$ cat src/phyled_pkg.sv
/*
  phyled_pkg: constants and types shared by both ends of the PHY strap,
  indicator, isolate and loopback logic.
  Assumes one 100 MHz clock on both ends; no registers live here.
*/
package phyled_pkg;
  localparam int unsigned ADDR_W = 5;
  localparam int unsigned NUM_ADDR = 32;
  localparam int unsigned CLK_PERIOD_NS = 10;
  // nibble periods at 25 MHz and 2.5 MHz
  localparam int unsigned NIB_PERIOD_100_NS = 40;
  localparam int unsigned NIB_PERIOD_10_NS = 400;
  localparam logic [5:0] NIB_CYC_100 =
    6'(NIB_PERIOD_100_NS / CLK_PERIOD_NS);
  localparam logic [5:0] NIB_CYC_10 =
    6'(NIB_PERIOD_10_NS / CLK_PERIOD_NS);
  localparam int unsigned LINK_LOSS_MS = 50;
  localparam int unsigned LINK_LOSS_CYC =
    LINK_LOSS_MS * 1000000 / CLK_PERIOD_NS;
  localparam int unsigned LOSS_W = 23;
  localparam logic [2:0] LINK_PULSES_GOOD = 3'h7;
  localparam logic [1:0] STRAP_SETTLE = 2'h3;
  localparam int unsigned LOOP_PIPE = 3;
  localparam logic [2:0] MG_TIMEOUT = 3'h4;
  // register indices on the management path
  localparam logic [4:0] REG_BASIC_CTRL = 5'h00;
  localparam logic [4:0] REG_PHY_STATUS = 5'h10;
  localparam logic [4:0] REG_PHY_CTRL = 5'h19;
  localparam logic [4:0] REG_TEN_STATUS_CTRL = 5'h1A;
  localparam logic [4:0] REG_LINE_DRV_CTRL = 5'h1B;
  localparam int unsigned BC_LOOPBACK = 14;
  localparam int unsigned BC_SPEED = 13;
  localparam int unsigned BC_AN_EN = 12;
  localparam int unsigned BC_ISOLATE = 10;
  localparam int unsigned BC_DUPLEX = 8;
  localparam int unsigned PS_LINK = 0;
  localparam int unsigned PS_SPEED10 = 1;
  localparam int unsigned PS_DUPLEX = 2;
  localparam int unsigned PS_LOOPBACK = 3;
  localparam int unsigned TS_FORCE_LINK = 0;
  localparam int unsigned LD_ENABLE = 15;
  localparam logic [15:0] BASIC_CTRL_RST = 16'h3000;
  localparam logic [15:0] TEN_STATUS_RST = 16'h0000;
  localparam logic [15:0] LINE_DRV_RST = 16'h8000;
  localparam logic [15:0] NO_ANSWER = 16'hFFFF;
  // indicator pin slots, in strap bit order
  localparam int unsigned IND_DUPLEX = 0;
  localparam int unsigned IND_COL = 1;
  localparam int unsigned IND_LINK = 2;
  localparam int unsigned IND_TX = 3;
  localparam int unsigned IND_RX = 4;
  typedef enum logic [1:0] {
    ST_SETTLE = 2'h0,
    ST_CAPTURE = 2'h1,
    ST_RUN = 2'h3
  } phyled_strap_state_type;
endpackage
$ cat src/phyled_if.sv
/*
  phyled_if: MII data signals and a parallel management path between
  the PHY end and the MAC end.
  Assumes both ends share clk; released outputs carry an enable.
*/
`timescale 1ns/1ns
interface phyled_if;
  logic [3:0] txd;
  logic tx_en;
  logic tx_er;
  logic nib_stb;
  logic [3:0] rxd;
  logic rx_dv;
  logic rx_er;
  logic crs;
  logic col;
  logic mii_oe;
  logic mg_valid;
  logic mg_write;
  logic [4:0] mg_phy_addr;
  logic [4:0] mg_reg;
  logic [15:0] mg_wdata;
  logic [15:0] mg_rdata;
  logic mg_rvalid;
  modport dev (
    input txd, tx_en, tx_er, mg_valid, mg_write, mg_phy_addr, mg_reg,
    mg_wdata,
    output nib_stb, rxd, rx_dv, rx_er, crs, col, mii_oe, mg_rdata,
    mg_rvalid
  );
  modport mac (
    output txd, tx_en, tx_er, mg_valid, mg_write, mg_phy_addr, mg_reg,
    mg_wdata,
    input nib_stb, rxd, rx_dv, rx_er, crs, col, mii_oe, mg_rdata,
    mg_rvalid
  );
endinterface // phyled_if

$ cat src/phyled_dev.sv
/*
  phyled_dev: PHY end: strap capture, indicators, link detect, duplex
  dependent carrier and collision, isolate, loopback and the control
  and status registers on the management path.
  Assumes the line-side inputs come from receive logic on clk_in and
  the resolved negotiation result arrives on an_* inputs.
*/
`timescale 1ns/1ns
module phyled_dev #(
  parameter int unsigned LINK_LOSS_CYC = phyled_pkg::LINK_LOSS_CYC
) (
  input wire logic clk_in,
  input wire logic rst_n_in,
  phyled_if.dev mii,
  input wire logic [4:0] strap_address_input_in,
  input wire logic indicator_cfg_strap_in,
  input wire logic an_speed100_in,
  input wire logic an_full_duplex_in,
  input wire logic an_parallel_detect_in,
  input wire logic line_signal_detect_in,
  input wire logic line_link_pulse_in,
  input wire logic line_valid_packet_in,
  input wire logic line_rx_dv_in,
  input wire logic [3:0] line_rxd_in,
  input wire logic line_rx_er_in,
  input wire logic line_collision_in,
  output logic [4:0] ind_pin_out,
  output logic [4:0] ind_oe_out,
  output logic speed_indicator_out,
  output logic line_tx_en_out,
  output logic [3:0] line_txd_out,
  output logic line_idle_en_out,
  output logic good_link_flag_out
);
  phyled_pkg::phyled_strap_state_type state_q;
  logic [1:0] settle_q;
  logic [4:0] strap_v, stable_v, active_v, adjust_v;
  logic cfg1_q, cfg2_q, cfg3_q, cfg_q, strap_zero_q;
  logic [15:0] basic_control_reg_q, ten_meg_status_ctrl_reg_q;
  logic [15:0] line_driver_ctrl_reg_q;
  logic [4:0] phy_control_reg_q;
  logic [2:0] pulse_cnt_q;
  logic [phyled_pkg::LOSS_W-1:0] loss_cnt_q;
  logic good10_q, link_q;
  logic [5:0] nib_cnt_q;
  logic nib_stb_q;
  logic [5:0] lb_pipe_q [phyled_pkg::LOOP_PIPE];
  logic [3:0] rxd_q;
  logic rx_dv_q, rx_er_q, crs_q, col_q, mii_oe_q;
  logic [15:0] rdata_q;
  logic rvalid_q, spd_q, ltx_en_q, lidle_q, load_q;
  logic [3:0] ltxd_q;

  // resolved operating mode, forced or negotiated
  wire an_en = basic_control_reg_q[phyled_pkg::BC_AN_EN];
  wire speed100 = an_en ? an_speed100_in
                        : basic_control_reg_q[phyled_pkg::BC_SPEED];
  wire full = an_en ? (an_full_duplex_in & ~an_parallel_detect_in)
                    : basic_control_reg_q[phyled_pkg::BC_DUPLEX];
  wire loop = basic_control_reg_q[phyled_pkg::BC_LOOPBACK];
  wire isolate = basic_control_reg_q[phyled_pkg::BC_ISOLATE]
                 | strap_zero_q;
  wire drv_en = line_driver_ctrl_reg_q[phyled_pkg::LD_ENABLE];
  wire force10 = ten_meg_status_ctrl_reg_q[phyled_pkg::TS_FORCE_LINK];
  wire tx_act = mii.tx_en & ~isolate;
  wire run = (state_q == phyled_pkg::ST_RUN);
  wire capture = (state_q == phyled_pkg::ST_CAPTURE) & (&stable_v)
                 & (cfg2_q == cfg3_q);

  // strap pins, one slot per shared indicator
  assign active_v[phyled_pkg::IND_DUPLEX] = full;
  assign active_v[phyled_pkg::IND_COL] = col_q;
  assign active_v[phyled_pkg::IND_LINK] = link_q;
  assign active_v[phyled_pkg::IND_TX] = tx_act;
  assign active_v[phyled_pkg::IND_RX] = rx_dv_q;
  assign adjust_v = {4'hF, cfg_q};
  genvar gi;
  generate
    for (gi = 0; gi < phyled_pkg::ADDR_W; gi++) begin : g_ind
      phyled_ind u_ind (
        .clk_in(clk_in),
        .rst_n_in(rst_n_in),
        .pin_in(strap_address_input_in[gi]),
        .capture_in(capture),
        .run_in(run),
        .active_in(active_v[gi]),
        .adjust_in(adjust_v[gi]),
        .pin_out(ind_pin_out[gi]),
        .pin_oe_out(ind_oe_out[gi]),
        .strap_out(strap_v[gi]),
        .stable_out(stable_v[gi])
      );
    end
  endgenerate

  // capture sequence: let the synchronisers fill, then latch once
  always_ff @(posedge clk_in) begin
    cfg1_q <= indicator_cfg_strap_in;
    cfg2_q <= cfg1_q;
    cfg3_q <= cfg2_q;
    if (!rst_n_in) begin
      state_q <= phyled_pkg::ST_SETTLE;
      settle_q <= 2'h0;
      cfg_q <= 1'b0;
      strap_zero_q <= 1'b0;
    end else begin
      unique case (state_q)
        phyled_pkg::ST_SETTLE: begin
          settle_q <= settle_q + 2'h1;
          if (settle_q == phyled_pkg::STRAP_SETTLE) begin
            state_q <= phyled_pkg::ST_CAPTURE;
          end
        end
        phyled_pkg::ST_CAPTURE: begin
          if (capture) begin
            cfg_q <= cfg3_q;
            state_q <= phyled_pkg::ST_RUN;
          end
        end
        // straps are latched by now and held until the next reset
        phyled_pkg::ST_RUN: begin
          strap_zero_q <= (strap_v == 5'h00);
        end
        default: state_q <= phyled_pkg::ST_SETTLE;
      endcase
    end
  end

  // management decode; answered whether isolated or not
  wire hit = mii.mg_valid & (mii.mg_phy_addr == phy_control_reg_q);
  wire wr = hit & mii.mg_write;
  wire wr_bc = wr & (mii.mg_reg == phyled_pkg::REG_BASIC_CTRL);
  wire wr_pc = wr & (mii.mg_reg == phyled_pkg::REG_PHY_CTRL);
  wire wr_ts = wr & (mii.mg_reg == phyled_pkg::REG_TEN_STATUS_CTRL);
  wire wr_ld = wr & (mii.mg_reg == phyled_pkg::REG_LINE_DRV_CTRL);
  wire [15:0] status_v = {12'h000, loop, full, ~speed100, link_q};
  wire [15:0] rd_mux =
    (mii.mg_reg == phyled_pkg::REG_BASIC_CTRL) ? basic_control_reg_q :
    (mii.mg_reg == phyled_pkg::REG_PHY_STATUS) ? status_v :
    (mii.mg_reg == phyled_pkg::REG_PHY_CTRL) ? {11'h000, phy_control_reg_q} :
    (mii.mg_reg == phyled_pkg::REG_TEN_STATUS_CTRL) ?
      ten_meg_status_ctrl_reg_q :
    (mii.mg_reg == phyled_pkg::REG_LINE_DRV_CTRL) ? line_driver_ctrl_reg_q :
    16'h0000;

  // control registers; a write of address zero does not isolate
  always_ff @(posedge clk_in) begin
    if (!rst_n_in) begin
      basic_control_reg_q <= phyled_pkg::BASIC_CTRL_RST;
      ten_meg_status_ctrl_reg_q <= phyled_pkg::TEN_STATUS_RST;
      line_driver_ctrl_reg_q <= phyled_pkg::LINE_DRV_RST;
      phy_control_reg_q <= 5'h00;
      rdata_q <= 16'h0000;
      rvalid_q <= 1'b0;
      load_q <= 1'b0;
    end else begin
      if (wr_bc) basic_control_reg_q <= mii.mg_wdata;
      if (wr_ts) ten_meg_status_ctrl_reg_q <= mii.mg_wdata;
      if (wr_ld) line_driver_ctrl_reg_q <= mii.mg_wdata;
      // address loads a cycle after capture, once strap_v holds it
      load_q <= capture;
      if (load_q) phy_control_reg_q <= strap_v;
      else if (wr_pc) phy_control_reg_q <= mii.mg_wdata[4:0];
      rvalid_q <= hit & ~mii.mg_write;
      rdata_q <= rd_mux;
    end
  end

  // 10M link: pulses or a packet set it, silence ends it
  localparam int unsigned LOSS_LAST_I = LINK_LOSS_CYC - 1;
  localparam logic [phyled_pkg::LOSS_W-1:0] LOSS_LAST =
    LOSS_LAST_I[phyled_pkg::LOSS_W-1:0];
  localparam logic [phyled_pkg::LOSS_W-1:0] LOSS_ONE =
    {{(phyled_pkg::LOSS_W-1){1'b0}}, 1'b1};
  wire pulse_seen = line_link_pulse_in | line_valid_packet_in;
  wire loss_done = (loss_cnt_q == LOSS_LAST);
  wire pulses_full =
    (pulse_cnt_q == phyled_pkg::LINK_PULSES_GOOD - 3'h1);

  always_ff @(posedge clk_in) begin
    if (!rst_n_in) begin
      pulse_cnt_q <= 3'h0;
      loss_cnt_q <= '0;
      good10_q <= 1'b0;
    end else if (pulse_seen) begin
      loss_cnt_q <= '0;
      if (pulse_cnt_q != phyled_pkg::LINK_PULSES_GOOD) begin
        pulse_cnt_q <= pulse_cnt_q + 3'h1;
      end
      if (line_valid_packet_in || pulses_full) begin
        good10_q <= 1'b1;
      end
    end else if (loss_done) begin
      // a lost link must count seven fresh pulses again, or see one packet
      loss_cnt_q <= '0;
      pulse_cnt_q <= 3'h0;
      good10_q <= 1'b0;
    end else begin
      loss_cnt_q <= loss_cnt_q + LOSS_ONE;
    end
  end

  // nibble timing, loopback source and line transmit gating
  wire [5:0] nib_last = speed100 ? phyled_pkg::NIB_CYC_100 - 6'h1
                                 : phyled_pkg::NIB_CYC_10 - 6'h1;
  wire [5:0] lb_in = {tx_act, mii.tx_er & ~isolate, mii.txd};
  wire [5:0] rx_src = loop ? lb_pipe_q[phyled_pkg::LOOP_PIPE-1]
                           : {line_rx_dv_in, line_rx_er_in, line_rxd_in};
  // 10M loopback relies on software turning the driver off
  wire line_tx = tx_act & (speed100 ? ~loop : drv_en);

  // loopback delay line, one stage per nibble
  always_ff @(posedge clk_in) begin
    if (!rst_n_in) begin
      for (int i = 0; i < phyled_pkg::LOOP_PIPE; i++) begin
        lb_pipe_q[i] <= 6'h00;
      end
    end else if (nib_stb_q) begin
      lb_pipe_q[0] <= lb_in;
      for (int i = 1; i < phyled_pkg::LOOP_PIPE; i++) begin
        lb_pipe_q[i] <= lb_pipe_q[i-1];
      end
    end
  end

  // registered MII, line and indicator sources
  always_ff @(posedge clk_in) begin
    if (!rst_n_in) begin
      link_q <= 1'b0;
      nib_cnt_q <= 6'h00;
      nib_stb_q <= 1'b0;
      spd_q <= 1'b0;
      ltx_en_q <= 1'b0;
      ltxd_q <= 4'h0;
      lidle_q <= 1'b1;
      rx_dv_q <= 1'b0;
      rx_er_q <= 1'b0;
      rxd_q <= 4'h0;
      crs_q <= 1'b0;
      col_q <= 1'b0;
      mii_oe_q <= 1'b0;
    end else begin
      link_q <= speed100 ? line_signal_detect_in
                         : (good10_q | force10);
      nib_stb_q <= (nib_cnt_q == nib_last);
      nib_cnt_q <= (nib_cnt_q >= nib_last) ? 6'h00 : nib_cnt_q + 6'h01;
      spd_q <= speed100;
      ltx_en_q <= line_tx;
      ltxd_q <= line_tx ? mii.txd : 4'h0;
      lidle_q <= ~line_tx;
      rx_dv_q <= rx_src[5];
      rx_er_q <= rx_src[4];
      rxd_q <= rx_src[3:0];
      crs_q <= rx_src[5] | (~full & tx_act);
      col_q <= ~full & ~loop & line_collision_in;
      mii_oe_q <= ~isolate;
    end
  end

  // every output comes straight from a flop
  assign mii.nib_stb = nib_stb_q;
  assign mii.rxd = rxd_q;
  assign mii.rx_dv = rx_dv_q;
  assign mii.rx_er = rx_er_q;
  assign mii.crs = crs_q;
  assign mii.col = col_q;
  assign mii.mii_oe = mii_oe_q;
  assign mii.mg_rdata = rdata_q;
  assign mii.mg_rvalid = rvalid_q;
  assign speed_indicator_out = spd_q;
  assign line_tx_en_out = ltx_en_q;
  assign line_txd_out = ltxd_q;
  assign line_idle_en_out = lidle_q;
  assign good_link_flag_out = link_q;
endmodule // phyled_dev

$ cat src/phyled_ind.sv
/*
  phyled_ind: one dual purpose strap / indicator pin.
  Assumes the pin level is asynchronous; capture_in is a one cycle
  pulse given only while stable_out is high.
*/
`timescale 1ns/1ns
module phyled_ind (
  input wire logic clk_in,
  input wire logic rst_n_in,
  input wire logic pin_in,
  input wire logic capture_in,
  input wire logic run_in,
  input wire logic active_in,
  input wire logic adjust_in,
  output logic pin_out,
  output logic pin_oe_out,
  output logic strap_out,
  output logic stable_out
);
  logic s1_q, s2_q, s3_q;
  logic strap_q, pin_q, oe_q;
  logic drive_d;

  // three stage synchroniser; only stages two and three are compared
  always_ff @(posedge clk_in) begin
    s1_q <= pin_in;
    s2_q <= s1_q;
    s3_q <= s2_q;
  end

  assign stable_out = (s2_q == s3_q);
  // drive against the strap so the led sinks or sources current
  assign drive_d = adjust_in ? (active_in ^ strap_q) : active_in;

  // pin is released until the strap has been read
  always_ff @(posedge clk_in) begin
    if (!rst_n_in) begin
      strap_q <= 1'b0;
      pin_q <= 1'b0;
      oe_q <= 1'b0;
    end else begin
      if (capture_in) begin
        strap_q <= s3_q;
      end
      pin_q <= drive_d;
      oe_q <= run_in;
    end
  end

  assign pin_out = pin_q;
  assign pin_oe_out = oe_q;
  assign strap_out = strap_q;
endmodule // phyled_ind

$ cat src/flat_wrapper.sv
// flat-port wrapper written by rule: the top's interface ports become plain ports
module phyled_dev_flat 
#(
  parameter int unsigned LINK_LOSS_CYC = phyled_pkg::LINK_LOSS_CYC
)
  (clk_in, rst_n_in, strap_address_input_in, indicator_cfg_strap_in, an_speed100_in, an_full_duplex_in, an_parallel_detect_in, line_signal_detect_in, line_link_pulse_in, line_valid_packet_in, line_rx_dv_in, line_rxd_in, line_rx_er_in, line_collision_in, ind_pin_out, ind_oe_out, speed_indicator_out, line_tx_en_out, line_txd_out, line_idle_en_out, good_link_flag_out, mii_txd, mii_tx_en, mii_tx_er, mii_mg_valid, mii_mg_write, mii_mg_phy_addr, mii_mg_reg, mii_mg_wdata, mii_nib_stb, mii_rxd, mii_rx_dv, mii_rx_er, mii_crs, mii_col, mii_mii_oe, mii_mg_rdata, mii_mg_rvalid);
  phyled_if mii_i ();
  input wire logic clk_in;
  input wire logic rst_n_in;
  input wire logic [4:0] strap_address_input_in;
  input wire logic indicator_cfg_strap_in;
  input wire logic an_speed100_in;
  input wire logic an_full_duplex_in;
  input wire logic an_parallel_detect_in;
  input wire logic line_signal_detect_in;
  input wire logic line_link_pulse_in;
  input wire logic line_valid_packet_in;
  input wire logic line_rx_dv_in;
  input wire logic [3:0] line_rxd_in;
  input wire logic line_rx_er_in;
  input wire logic line_collision_in;
  output logic [4:0] ind_pin_out;
  output logic [4:0] ind_oe_out;
  output logic speed_indicator_out;
  output logic line_tx_en_out;
  output logic [3:0] line_txd_out;
  output logic line_idle_en_out;
  output logic good_link_flag_out;
  input wire logic [$bits(mii_i.txd)-1:0] mii_txd;
  input wire logic [$bits(mii_i.tx_en)-1:0] mii_tx_en;
  input wire logic [$bits(mii_i.tx_er)-1:0] mii_tx_er;
  input wire logic [$bits(mii_i.mg_valid)-1:0] mii_mg_valid;
  input wire logic [$bits(mii_i.mg_write)-1:0] mii_mg_write;
  input wire logic [$bits(mii_i.mg_phy_addr)-1:0] mii_mg_phy_addr;
  input wire logic [$bits(mii_i.mg_reg)-1:0] mii_mg_reg;
  input wire logic [$bits(mii_i.mg_wdata)-1:0] mii_mg_wdata;
  output wire logic [$bits(mii_i.nib_stb)-1:0] mii_nib_stb;
  output wire logic [$bits(mii_i.rxd)-1:0] mii_rxd;
  output wire logic [$bits(mii_i.rx_dv)-1:0] mii_rx_dv;
  output wire logic [$bits(mii_i.rx_er)-1:0] mii_rx_er;
  output wire logic [$bits(mii_i.crs)-1:0] mii_crs;
  output wire logic [$bits(mii_i.col)-1:0] mii_col;
  output wire logic [$bits(mii_i.mii_oe)-1:0] mii_mii_oe;
  output wire logic [$bits(mii_i.mg_rdata)-1:0] mii_mg_rdata;
  output wire logic [$bits(mii_i.mg_rvalid)-1:0] mii_mg_rvalid;
  assign mii_i.txd = mii_txd;
  assign mii_i.tx_en = mii_tx_en;
  assign mii_i.tx_er = mii_tx_er;
  assign mii_i.mg_valid = mii_mg_valid;
  assign mii_i.mg_write = mii_mg_write;
  assign mii_i.mg_phy_addr = mii_mg_phy_addr;
  assign mii_i.mg_reg = mii_mg_reg;
  assign mii_i.mg_wdata = mii_mg_wdata;
  assign mii_nib_stb = mii_i.nib_stb;
  assign mii_rxd = mii_i.rxd;
  assign mii_rx_dv = mii_i.rx_dv;
  assign mii_rx_er = mii_i.rx_er;
  assign mii_crs = mii_i.crs;
  assign mii_col = mii_i.col;
  assign mii_mii_oe = mii_i.mii_oe;
  assign mii_mg_rdata = mii_i.mg_rdata;
  assign mii_mg_rvalid = mii_i.mg_rvalid;
  phyled_dev #(.LINK_LOSS_CYC(LINK_LOSS_CYC)) u_core (.clk_in(clk_in), .rst_n_in(rst_n_in), .mii(mii_i), .strap_address_input_in(strap_address_input_in), .indicator_cfg_strap_in(indicator_cfg_strap_in), .an_speed100_in(an_speed100_in), .an_full_duplex_in(an_full_duplex_in), .an_parallel_detect_in(an_parallel_detect_in), .line_signal_detect_in(line_signal_detect_in), .line_link_pulse_in(line_link_pulse_in), .line_valid_packet_in(line_valid_packet_in), .line_rx_dv_in(line_rx_dv_in), .line_rxd_in(line_rxd_in), .line_rx_er_in(line_rx_er_in), .line_collision_in(line_collision_in), .ind_pin_out(ind_pin_out), .ind_oe_out(ind_oe_out), .speed_indicator_out(speed_indicator_out), .line_tx_en_out(line_tx_en_out), .line_txd_out(line_txd_out), .line_idle_en_out(line_idle_en_out), .good_link_flag_out(good_link_flag_out));
endmodule
$ cat config.mk
export PLATFORM = sky130hd
export DESIGN_NAME = phyled_dev_flat
export DESIGN_NICKNAME = d
export VERILOG_FILES = /design/src/phyled_pkg.sv /design/src/phyled_if.sv /design/src/phyled_dev.sv /design/src/phyled_ind.sv /design/src/flat_wrapper.sv
export SDC_FILE = /design/constraint.sdc
export NUM_CORES = 1
export LEC_CHECK = 0
export ABC_AREA = 1
export BUFFER_PORTS_ARGS = -buffer_cell sky130_fd_sc_hd__buf_4
export CAP_MARGIN = 5
export CORE_MARGIN = 2
export CORE_UTILIZATION = 35
export DETAILED_ROUTE_END_ITERATION = 8
export GPL_TIMING_DRIVEN = 0
export PLACE_DENSITY = 0.64
export RECOVER_POWER = 25
export SLEW_MARGIN = 20
export SYNTH_ARGS = -nofsm -noshare
export SYNTH_HDL_FRONTEND = slang
export SYNTH_SLANG_ARGS = --single-unit
$ cat constraint.sdc
create_clock -name clk_in -period 4.85 [get_ports clk_in]
set_input_delay 0.7275 -clock clk_in [delete_from_list [all_inputs] [get_ports clk_in]]
set_output_delay 0.7275 -clock clk_in [all_outputs]
set_load 0.05 [all_outputs]
==> impl_metrics.json <==
{
  "outcome": "finished, final reports clean",
  "cts_setup_buffers": 0,
  "min_to": "u_core.g_ind[2].u_ind.s2_q$_DFF_P_",
  "nets": 1122,
  "hold_slack_ns": 0.322,
  "ios": 100,
  "initialDrtViolationCount": 457,
  "diodes": 0,
  "cts_root_buf": "clkbuf_16",
  "io_buffers": 98,
  "end_kind": "flop",
  "rsz0062_at_grt": "no",
  "clk_pin_slew_ns": 0.07,
  "cp-start-kind": "input port",
  "die_h_um": 147,
  "grt_max_degree": 19,
  "synth_warnings": 0,
  "switching_power_w": 0.000789,
  "die_x_um": 147,
  "p_int_w": 0.00231,
  "syn_nets": 1005,
  "synthArstFlopShare_pct": 0,
  "h-tree-depth": 4,
  "ys_seq_area_share_pct": 51.3,
  "sequentialPowerShare_pct": 48.8,
  "clock_path_buffers": 2,
  "yosysUniqueCellTypes": 40,
  "drive_gt1_share_pct": 16.1,
  "min_path_cells": 0,
  "viasPerCell": 4.53,
  "slew_headroom_pct": 29.3,
  "grt_usage_pct": 16.9,
  "grt_pass1_vias": 5471,
  "overflow": 0,
  "first_pass_iters": 5,
  "cp_max_fo": 10,
  "syn_inst": 942,
  "crit_top_cell": "a31oi_1",
  "power_frac_clock_pct": 44.4,
  "final_max_slew_viol_count": 0,
  "syn_avg_cell_area_um2": 7.63,
  "coreArea_mm2": 0.0202,
  "clock.fmax_mhz": 472,
  "drv_cap": 0,
  "instances_no_fill": 1342,
  "synth.ff_latch_count": 175,
  "reg2reg_slack_ns": 2.84,
  "rows": 52,
  "ff2ff_path_depth": 9,
  "slowest_delay_ns": 0.52,
  "critPathSlowestCell": "clkbuf_1",
  "setup_viol": 0,
  "die_area_mm2": 0.0217,
  "cts_repair_resize_count": 0,
  "hold_start": "u_core.g_ind[2].u_ind.s1_q$_DFF_P_",
  "cp.arrival_ns": 2.45,
  "r2r_start": "u_core.loss_cnt_q[0]$_SDFF_PP0_",
  "switching_share_pct": 25.5,
  "drc": 0,
  "area_growth_pct": 23.2,
  "numClockSinks": 175,
  "skew_ns": 0.0105,
  "synth-main-ff-cell": "dfxtp_1",
  "hold_path.class": "flop to flop",
  "place_hpwl_um": 12900,
  "cts_hold_buf": 0,
  "grt_pass1_wl_um": 28600,
  "fin_crit_sh_pct": 43.7,
  "antenna_found_initial": 0,
  "dp_cells": 1310,
  "p_leak_nw": 3.91,
  "tightest_slew_ns": 1.05,
  "initial_core_util_pct": 35.6,
  "p_per_area_mw_per_mm2": 350,
  "routed-via-count": 6078,
  "syn_area_mm2": 0.00719,
  "fin_tns_setup_ns": 0,
  "ant_nets": 0,
  "ir_worst_vdd_uv": 245,
  "final_hold_viol_count": 0,
  "reg2reg_to": "u_core.loss_cnt_q[18]$_SDFF_PP0_",
  "insertion_delay_ns": 0.43,
  "routabilityCongestion": 0.848,
  "cts_tree": "built",
  "synth_edf_count": 18,
  "numCtsBuffers": 17,
  "min_period_ns": 2.12,
  "power_frac_comb_pct": 6.8,
  "required_ns": 5.18,
  "totalWireLength_um": 18000,
  "crit_type": "input port to flop",
  "path_cells": "buf_4 -> nor2_1 -> nand2_1 -> nor2_2 -> clkbuf_1 -> a31oi_1 -> a31oi_1",
  "routedWlPerCell_um": 13.4
}
-- power groups by stage --
stage	Combinational, W	Sequential (W)	Clock, W
floorplan	0.0000928	0.00157	0
global placement	0.000209	0.00154	0
detailed placement	0.000210	0.00154	0
CTS	0.000212	0.00151	0.00141
global route	0.000230	0.00151	0.00147
finish	0.000210	0.00151	0.00137
-- critical path, delay by kind of cell --
kind            cells  cell delay (ns)
simple gates        3             0.70
buf+inv             2             0.63
compound gates      2             0.39
-- logic make-up after synthesis --
group | count (synthesis) | share of synthesized area [%]
and+or+nand+nor | 502 | 29.4
DFF | 175 | 51.3
buffers and inverters | 150 | 9.04
AOI/OAI and AO/OA | 87 | 6.51
xor gates and xnor gates | 19 | 2.32
adders and majority gates | 8 | 1.39
muxes | 1 | 0.139
-- stage by stage --
step	util, %	worst slack, ns	total power, W	instance area (µm²)
3_5_place_dp	41.0	2.30	0.00175	8260
2_1_floorplan	-	2.92	0.00166	7190
3_3_place_gp	41.0	2.29	0.00175	8260
4_1_cts	43.9	2.75	0.00313	8850
5_1_grt	43.9	2.64	0.00322	8850
6_report	43.9	2.73	0.00310	8850
-- synth_stat cells, types with 2 or more instances --
library cell,number,area share (%)
nand3_1,35,2.4
o221ai_1,4,0.49
a31oi_1,5,0.44
inv_1,104,5.4
o21ai_1,6,0.42
o21ai_0,39,2.7
ha_1,8,1.4
buf_6,3,0.47
or2_2,2,0.17
clkbuf_1,12,0.63
a21oi_1,28,1.9
buf_4,16,1.7
nor3_1,11,0.77
xnor2_1,8,0.97
o211ai_1,2,0.21
xor2_1,11,1.3
inv_2,6,0.31
nor2_4,4,0.63
dfxtp_1,157,44
edfxtp_1,18,7.5
nand2_1,189,9.9
nor2_2,4,0.35
buf_1,5,0.26
nor4_1,2,0.17
nor2_1,225,12
nor3b_1,2,0.21
buf_2,3,0.21
nand4_1,20,1.7
nand3_2,2,0.28
-- layout make-up --
type | count | area, µm²
plain buffers | 39 | 233
clock buffers | 17 | 425
clock inverters | 15 | 168
fillers | 2124 | 11300
inverters | 111 | 417
multi-input cells | 617 | 2850
flip-flops and latches | 175 | 3680
well taps | 270 | 338
repair buffers | 98 | 736
-- layout by cell type (no fill, tap or decap), drive strengths merged, types with 21 or more instances in the layout --
master	n
dfxtp	157
a21oi	28
clkbuf	36
nand4	21
inv	119
nand2	190
o21ai	45
nor2	234
nand3	38
buf	118
-- routing by layer --
metal  up-vias  global-route usage, %  wire length (µm)
li1       3186                      -                 -
met1      2730                   22.8              8300
met4         0                   5.00               225
met5         -                      0                 0
met2       147                   27.3              8320
met3        15                   3.85              1140
-- state kept, by name, summed over array words and instances (netlist names), 2 cells and up --
signal,flops
u_core.loss_cnt_q,23
u_core.lb_pipe_q,18
u_core.basic_control_reg_q,16
u_core.line_driver_ctrl_reg_q,16
u_core.mii.mg_rdata,16
u_core.ten_meg_status_ctrl_reg_q,16
u_core.nib_cnt_q,6
u_core.g_ind.u_ind.pin_out,5
u_core.g_ind.u_ind.s1_q,5
u_core.g_ind.u_ind.s2_q,5
u_core.g_ind.u_ind.s3_q,5
u_core.g_ind.u_ind.strap_out,5
u_core.phy_control_reg_q,5
u_core.line_txd_out,4
u_core.mii.rxd,4
u_core.pulse_cnt_q,3
u_core.settle_q,2
u_core.state_q,2
-- how the worst max path moves through the flow --
stage,from,end,slack (ns),depth (start not counted)
6_report,mii_mg_reg[3],u_core.mii.mg_rdata[0]$_SDFF_PN0_,2.73,7
5_1_grt,mii_mg_reg[3],u_core.mii.mg_rdata[4]$_SDFF_PN0_,2.64,7
4_1_cts,mii_mg_reg[3],u_core.mii.mg_rdata[4]$_SDFF_PN0_,2.75,7
3_5_place_dp,mii_mg_reg[3],u_core.mii.mg_rdata[4]$_SDFF_PN0_,2.30,7
3_3_place_gp,mii_mg_reg[3],u_core.mii.mg_rdata[4]$_SDFF_PN0_,2.29,7
2_1_floorplan,rst_n_in,u_core.lb_pipe_q[0][0]$_SDFFCE_PN0P_,2.92,4
Power figures use the tool's default switching activity.
